--- src/shared/asram_pkg.sv ---
/*
 package for the host-side controller of a 4k x 4 asynchronous sram.
 assumes a 25 MHz system clock; the memory itself has no clock.
*/
`default_nettype none
package asram_pkg;
   // ****************************************
   // geometry
   // ****************************************
   localparam int ASRAM_ADDR_W = 12;
   localparam int ASRAM_DATA_W = 4;
   localparam int ASRAM_DEPTH = 4096;
   // ****************************************
   // timing
   // ****************************************
   localparam int ASRAM_CLK_NS = 40;
   // least write overlap, slowest grade
   localparam int ASRAM_WR_PULSE_NS = 25;
   // longest read access, slowest grade
   localparam int ASRAM_RD_ACC_NS = 35;
   // longest powerdown_delay, slowest grade
   localparam int ASRAM_PWRDN_NS = 35;
   localparam int ASRAM_WR_CYC =
      (ASRAM_WR_PULSE_NS + ASRAM_CLK_NS - 1) / ASRAM_CLK_NS;
   // access rounds up: data are sampled only after the access time
   localparam int ASRAM_RD_CYC =
      (ASRAM_RD_ACC_NS + ASRAM_CLK_NS - 1) / ASRAM_CLK_NS + 1;
   localparam int ASRAM_PWRDN_CYC_RAW = ASRAM_PWRDN_NS / ASRAM_CLK_NS;
   localparam int ASRAM_PWRDN_CYC =
      (ASRAM_PWRDN_CYC_RAW < 1) ? 1 : ASRAM_PWRDN_CYC_RAW;
   localparam logic [3:0] ASRAM_CNT_ZERO = 4'h0;
   localparam logic [3:0] ASRAM_CNT_ONE = 4'h1;
   typedef enum logic [2:0] {
      ASRAM_IDLE,
      ASRAM_SETUP,
      ASRAM_WRITE,
      ASRAM_READ,
      ASRAM_RECOVER
   } asram_state_t;
endpackage : asram_pkg
`default_nettype wire

--- src/shared/asram_pin_if.sv ---
/*
 internal bundle carrying the memory pin values between controller and
 its pin sequencer. assumes a single clock domain.
*/
`timescale 1ns/1ps
`default_nettype none
interface asram_pin_if #(
   parameter int AW = 12,
   parameter int DW = 4
);
   logic [AW-1:0] addr;
   logic [DW-1:0] wdata;
   logic cs_b;
   logic we_b;
   logic start;
   logic is_write;
   logic done;
   modport ctrl (output start, output is_write, input done,
                 input addr, input wdata, input cs_b, input we_b);
   modport seq (input start, input is_write, output done,
                output addr, output wdata, output cs_b, output we_b);
endinterface : asram_pin_if
`default_nettype wire

--- src/asram_pin_seq.sv ---
/*
 pin sequencer: turns one start pulse into a strobe pattern on the
 memory pins. captures address and data from its parent at the start
 pulse and holds them on the pins for the whole access.
*/
`timescale 1ns/1ps
`default_nettype none
module asram_pin_seq
   import asram_pkg::*;
#(
   parameter int AW = ASRAM_ADDR_W,
   parameter int DW = ASRAM_DATA_W
) (
   input wire logic clk_i,
   input wire logic rst_b_i,
   input wire logic [AW-1:0] addr_i,
   input wire logic [DW-1:0] wdata_i,
   asram_pin_if.seq pins
);
   // ****************************************
   // sequencer state
   // ****************************************
   asram_state_t state;
   asram_state_t next_state;
   logic [3:0] cnt;
   logic [3:0] next_cnt;
   logic [AW-1:0] addr;
   logic [AW-1:0] next_addr;
   logic [DW-1:0] wdata;
   logic [DW-1:0] next_wdata;
   logic cs_b;
   logic next_cs_b;
   logic we_b;
   logic next_we_b;

   always_comb begin
      next_state = state;
      next_cnt = cnt;
      next_addr = addr;
      next_wdata = wdata;
      unique case (state)
         ASRAM_IDLE: begin
            // address only moves while deselected
            if (pins.start) begin
               next_addr = addr_i;
               next_wdata = wdata_i;
               next_state = ASRAM_SETUP;
            end
         end
         ASRAM_SETUP: begin
            // address has stood one cycle before select falls
            next_state = pins.is_write ? ASRAM_WRITE : ASRAM_READ;
            next_cnt = pins.is_write ? 4'(ASRAM_WR_CYC) : 4'(ASRAM_RD_CYC);
         end
         ASRAM_WRITE, ASRAM_READ: begin
            if (cnt == ASRAM_CNT_ONE) begin
               next_state = ASRAM_RECOVER;
            end else begin
               next_cnt = cnt - ASRAM_CNT_ONE;
            end
         end
         ASRAM_RECOVER: begin
            next_state = ASRAM_IDLE;
            next_cnt = ASRAM_CNT_ZERO;
         end
      endcase
      // strobes leave flip-flops: a decode of the state code could
      // glitch through the write code between read and recover
      next_cs_b = !(next_state == ASRAM_WRITE
         || next_state == ASRAM_READ);
      next_we_b = (next_state != ASRAM_WRITE);
   end

   always_ff @(posedge clk_i or negedge rst_b_i) begin
      if (!rst_b_i) begin
         state <= ASRAM_IDLE;
         cnt <= ASRAM_CNT_ZERO;
         addr <= '0;
         wdata <= '0;
         cs_b <= 1'b1;
         we_b <= 1'b1;
      end else begin
         state <= next_state;
         cnt <= next_cnt;
         addr <= next_addr;
         wdata <= next_wdata;
         cs_b <= next_cs_b;
         we_b <= next_we_b;
      end
   end

   // ****************************************
   // pin drive
   // ****************************************
   // on writes both strobes fall and rise together: this keeps the device output
   // quiet across writes, at the cost of no transparent readback
   assign pins.cs_b = cs_b;
   assign pins.we_b = we_b;
   assign pins.addr = addr;
   assign pins.wdata = wdata;
   assign pins.done = (state == ASRAM_RECOVER);
endmodule : asram_pin_seq
`default_nettype wire

--- src/asram_host.sv ---
/*
 host controller for a 4k x 4 asynchronous sram with separate data in
 and data out pins. assumes the memory output is valid on dout_i within
 the access time and that dout_i is sampled synchronously.
*/
`timescale 1ns/1ps
`default_nettype none
// Notes on behaviour
// - writing happens only while select and write strobe are both low
// - write ends at whichever strobe rises first
// - write strobe stays high through every read
// - address is valid before or as select falls
// - address changes only while select or write strobe is high
module asram_host
   import asram_pkg::*;
#(
   parameter int AW = ASRAM_ADDR_W,
   parameter int DW = ASRAM_DATA_W
) (
   input wire logic clk_i,
   input wire logic rst_b_i,
   input wire logic req_i,
   input wire logic req_write_i,
   input wire logic [AW-1:0] req_addr_i,
   input wire logic [DW-1:0] req_wdata_i,
   output logic ready_o,
   output logic rdata_valid_o,
   output logic [DW-1:0] rdata_o,
   output logic wr_done_o,
   output logic mem_awake_o,
   output logic [AW-1:0] mem_addr_o,
   output logic [DW-1:0] mem_din_o,
   output logic mem_cs_b_o,
   output logic mem_we_b_o,
   input wire logic [DW-1:0] mem_dout_i
);
   // ****************************************
   // elaboration checks
   // ****************************************
   // timing counts are worked out for this one geometry only
   if (AW != ASRAM_ADDR_W || DW != ASRAM_DATA_W) begin : g_size_check
      $error("only a 4096 x 4 memory is served");
   end

   asram_pin_if #(.AW(AW), .DW(DW)) pins ();

   asram_pin_seq #(.AW(AW), .DW(DW)) u_seq (
      .clk_i(clk_i),
      .rst_b_i(rst_b_i),
      .addr_i(req_addr_i),
      .wdata_i(req_wdata_i),
      .pins(pins)
   );

   // ****************************************
   // request tracking
   // ****************************************
   logic busy;
   logic next_busy;
   logic wr;
   logic next_wr;
   logic [DW-1:0] rdata;
   logic [DW-1:0] next_rdata;
   logic rvalid;
   logic next_rvalid;
   logic wdone;
   logic next_wdone;

   assign pins.start = req_i && !busy;
   assign pins.is_write = busy ? wr : req_write_i;

   always_comb begin
      next_busy = busy;
      next_wr = wr;
      next_rdata = rdata;
      next_rvalid = 1'b0;
      next_wdone = 1'b0;
      if (pins.start) begin
         next_busy = 1'b1;
         next_wr = req_write_i;
      end
      if (pins.done) begin
         next_busy = 1'b0;
         next_rvalid = !wr;
         next_wdone = wr;
      end
      // sample in every selected read cycle; the last one, after the access time, is kept
      if (busy && !wr && !pins.cs_b) begin
         next_rdata = mem_dout_i;
      end
   end

   always_ff @(posedge clk_i or negedge rst_b_i) begin
      if (!rst_b_i) begin
         busy <= 1'b0;
         wr <= 1'b0;
         rdata <= '0;
         rvalid <= 1'b0;
         wdone <= 1'b0;
      end else begin
         busy <= next_busy;
         wr <= next_wr;
         rdata <= next_rdata;
         rvalid <= next_rvalid;
         wdone <= next_wdone;
      end
   end

   // ****************************************
   // power tracking
   // ****************************************
   // a mirror of the memory's own power state; the delay is shorter
   // than a clock so the memory is only awake while it is being used
   logic [3:0] pwr_cnt;
   logic [3:0] next_pwr_cnt;
   logic cs_q;
   logic next_cs_q;
   logic wake;

   assign wake = (!pins.cs_b && cs_q)
      || (!pins.we_b && !pins.cs_b);

   always_comb begin
      next_cs_q = pins.cs_b;
      next_pwr_cnt = pwr_cnt;
      if (wake) begin
         next_pwr_cnt = 4'(ASRAM_PWRDN_CYC);
      end else if (pwr_cnt != ASRAM_CNT_ZERO) begin
         next_pwr_cnt = pwr_cnt - ASRAM_CNT_ONE;
      end
   end

   always_ff @(posedge clk_i or negedge rst_b_i) begin
      if (!rst_b_i) begin
         pwr_cnt <= ASRAM_CNT_ZERO;
         cs_q <= 1'b1;
      end else begin
         pwr_cnt <= next_pwr_cnt;
         cs_q <= next_cs_q;
      end
   end

   // ****************************************
   // outputs
   // ****************************************
   // on writes the strobes fall and rise together so the output stays floating in
   // both variants; the host never reads during a write
   assign ready_o = !busy;
   assign rdata_valid_o = rvalid;
   assign rdata_o = rdata;
   assign wr_done_o = wdone;
   assign mem_awake_o = (pwr_cnt != ASRAM_CNT_ZERO);
   assign mem_addr_o = pins.addr;
   assign mem_din_o = pins.wdata;
   assign mem_cs_b_o = pins.cs_b;
   assign mem_we_b_o = pins.we_b;
endmodule : asram_host
`default_nettype wire

--- config.mk ---
export PLATFORM = sky130hd
export DESIGN_NAME = asram_host
export DESIGN_NICKNAME = d
export VERILOG_FILES = /design/src/shared/asram_pkg.sv /design/src/shared/asram_pin_if.sv /design/src/asram_pin_seq.sv /design/src/asram_host.sv
export SDC_FILE = /design/constraint.sdc
export NUM_CORES = 1
export LEC_CHECK = 0
export BUFFER_PORTS_ARGS = -buffer_cell sky130_fd_sc_hd__buf_4
export CAP_MARGIN = 15
export CORE_ASPECT_RATIO = 1.25
export CORE_UTILIZATION = 43
export CTS_BUF_LIST = sky130_fd_sc_hd__clkbuf_8
export DETAILED_ROUTE_END_ITERATION = 7
export PLACE_DENSITY = 0.7
export SYNTH_ARGS = -nofsm -noshare
export SYNTH_HDL_FRONTEND = slang
export SYNTH_SLANG_ARGS = --single-unit
--- constraint.sdc ---
create_clock -name clk_i -period 2.3 [get_ports clk_i]
set_input_delay 0.23 -clock clk_i [delete_from_list [all_inputs] [get_ports clk_i]]
set_output_delay 0.23 -clock clk_i [all_outputs]
set_load 0.01 [all_outputs]
==> results.yml <==
run_status:
  outcome: "finished clean"
clock_tree:
  h-tree-depth: 2
  post_cts_resized: 0
  root_buffer: "clkbuf_8"
  insertion_delay_ps: 280
  cts_buffers: 5
  holdBufCountCts: 1
  clock-sinks: 38
  clk_pin_slew_ps: 70
  clock_path_buffers: 2
  postCtsSetupBuffers: 0
  cts_tree: "built"
worst_setup_path:
  worstPathCellList: "inv_1 -> ha_1 -> or3b_2 -> buf_4"
  crit_arrival_ps: 1630
  crit_path_top_delay_cell: "or3b_2"
  path_buf_inv: 2
  crit_fanout: 5
  crit_path_max_incr_delay_ps: 510
  critPathRequiredTime_ps: 2070
  crit_type: "reg2out"
  worstSetupEndpointType: "primary output"
  startpoint_type: "flip-flop"
  critPathTopFamily: "simple AND/OR/NAND/NOR gates"
power:
  power_density_nw_per_um2: 1340
  power_leakage_nw: 1.07
  vdd_drop_max_mv: 0.745
die:
  io_pins: 50
  rows: 25
  coreArea_sq_um: 3780
  dieArea_sq_um: 4210
  die_w_um: 58.2
  start_util: 0.449
  fp.dieH_um: 72.3
routing:
  drt_pass1_iterations: 4
  ant_nets: 0
  drc_errors: 0
  wirelength_um: 3330
  via_per_inst: 5.01
  drtIter0Drc: 40
  via_count: 1222
  wl_per_cell_um: 13.7
synth:
  async_flop_share: 1.00
  ys_top_cells_by_area: "dfrtp_1 52%, mux2_2 15%, dfstp_2 4.6%"
  yosysMostFrequentCell: "dfrtp_1"
  seq_area_frac_synth: 0.562
  synth_top_area_share: 0.516
  yosysUniqueCellTypes: 38
  syn_inst: 135
  syn_area_sq_um: 1700
  ys.flop_type: "dfrtp_1"
  synth-edff-count: 0
  yosys_warnings: 0
  ys_top_cells_by_count: "35 x dfrtp_1, 22 x mux2_2, 10 x inv_1"
  postSynthAreaPerCell_sq_um: 12.6
  synth.net_count: 163
  synth_area_leader_cell: "dfrtp_1"
  synth-seq-cells: 38
sta:
  fmax_ghz: 0.537
  slew_violations: 0
  min_period_ps: 1860
  max_slew_margin: 0.644
  hold-worst-slack_ps: 176
  setup_tns_ps: 0
  finalHoldViolations: 0
  rsz0062_at_grt: "false"
  fin_crit_sh: 0.810
  fin_skew_ps: 3.78
  setup_viol: 0
  tightest_slew_ps: 529
placement:
  placed_cells: 235
  hpwl_um: 2510
  gp_congestion: 0.834
  place.port_buffers: 49
global_route:
  grt_start_max_net_pins: 39
  grt_pass1_vias: 1255
  grt.overflow.total: 0
  grt_pass1_wl_um: 5500
  track_usage: 0.175
  antenna_found_initial: 0
layout:
  nFillCells: 330
  diodes: 0
  drive_gt1_frac: 0.463
  regArea_sq_um: 955
  area_growth_pct: 30.4
  fin_nets: 217
  multiInputGateArea_sq_um: 678
  layout.cells.non_filler: 244
min_path:
  min_path_type: "in2reg"
flow_run:
  max_cap_viol_count: 0
==> path summary, 6_finish.rpt <==
path | start | end | slack [ps] | cells past startpoint
worst max-delay path | pwr_cnt[0] | mem_awake_o | 440 | 4
worst min-delay path | req_wdata_i[0] | u_seq.pins.wdata[0] | 180 | 2
worst max register to register | u_seq.state[1] | u_seq.pins.addr[3] | 590 | 4
worst min register to register | u_seq.pins.cs_b | cs_q | 400 | 0
max in group asynchronous | rst_b_i | cs_q | 1500 | 2
min in group asynchronous | rst_b_i | pwr_cnt[1] | 450 | 2
==> worst reg2reg max path: cells and delay by family (launching register included) <==
family        cells  cell delay [ps]
flops             1              540
buf+inv           1              250
simple gates      2              450
mux               1              360
==> cell usage in the layout (no fill, tap or decap), drive strengths merged, types with 2 or more instances in the layout <==
cell     n
o31ai    3
mux2i    3
nand2b   4
clkinv   2
buf     51
o21a     2
dfstp    3
nor3     6
mux2    22
nand2    3
a21oi    4
nand3    2
xnor2    2
o21ai    3
clkbuf   5
nor2     7
dfrtp   35
inv     11
ha       4
==> layer usage <==
metal	up-vias	wire [um]	part of all wire	global-route usage
met2	36	1790	0.54	0.315
met1	594	1340	0.40	0.190
li1	586	-	-	-
met5	-	0	0	0
met4	0	57	0.017	0.0767
met3	6	147	0.044	0.0463
==> sequential cells by signal (all words and copies together) (netlist names), 3 cells and up <==
| register | count |
|---|---|
| u_seq.state | 3 |
| rdata_o | 4 |
| u_seq.cnt | 4 |
| u_seq.pins.wdata | 4 |
| pwr_cnt | 4 |
| u_seq.pins.addr | 12 |
==> report_power, final <==
group	internal (mW)	leakage [nW]	switching (mW)	total, mW
Clock	0.205	0.0491	0.214	0.419
Combinational	0.737	0.560	0.572	1.31
Sequential	0.987	0.464	0.260	1.25
==> metrics by stage <==
step	total power [mW]	worst slack, ps	utilization	instance area [sq um]
6_report	2.98	437	0.585	2210
5_1_grt	3.20	334	0.585	2210
4_1_cts	3.02	410	0.585	2210
3_5_place_dp	2.59	599	0.560	2120
3_3_place_gp	2.51	658	0.560	2120
2_1_floorplan	2.03	738	-	1700
==> area by class of cell <==
type / count / share of cell area
Multi-Input combinational cell: 82 / 0.306
Sequential cell: 38 / 0.431
Tap cell: 54 / 0.0305
Timing Repair Buffer: 52 / 0.178
Clock inverter: 3 / 0.00622
Inverter: 10 / 0.0170
Clock buffer: 5 / 0.0311
==> cell families after synthesis <==
kind of cell / count (synthesis) / share of synthesized area
DFF: 38 / 0.562
and+or+nand+nor: 29 / 0.102
muxes: 25 / 0.164
AOI/OAI and AO/OA: 22 / 0.0936
buffers and inverters: 15 / 0.0383
adders and majority gates: 4 / 0.0295
xor gates and xnor gates: 2 / 0.0103
(Power assumes the default switching activity.)
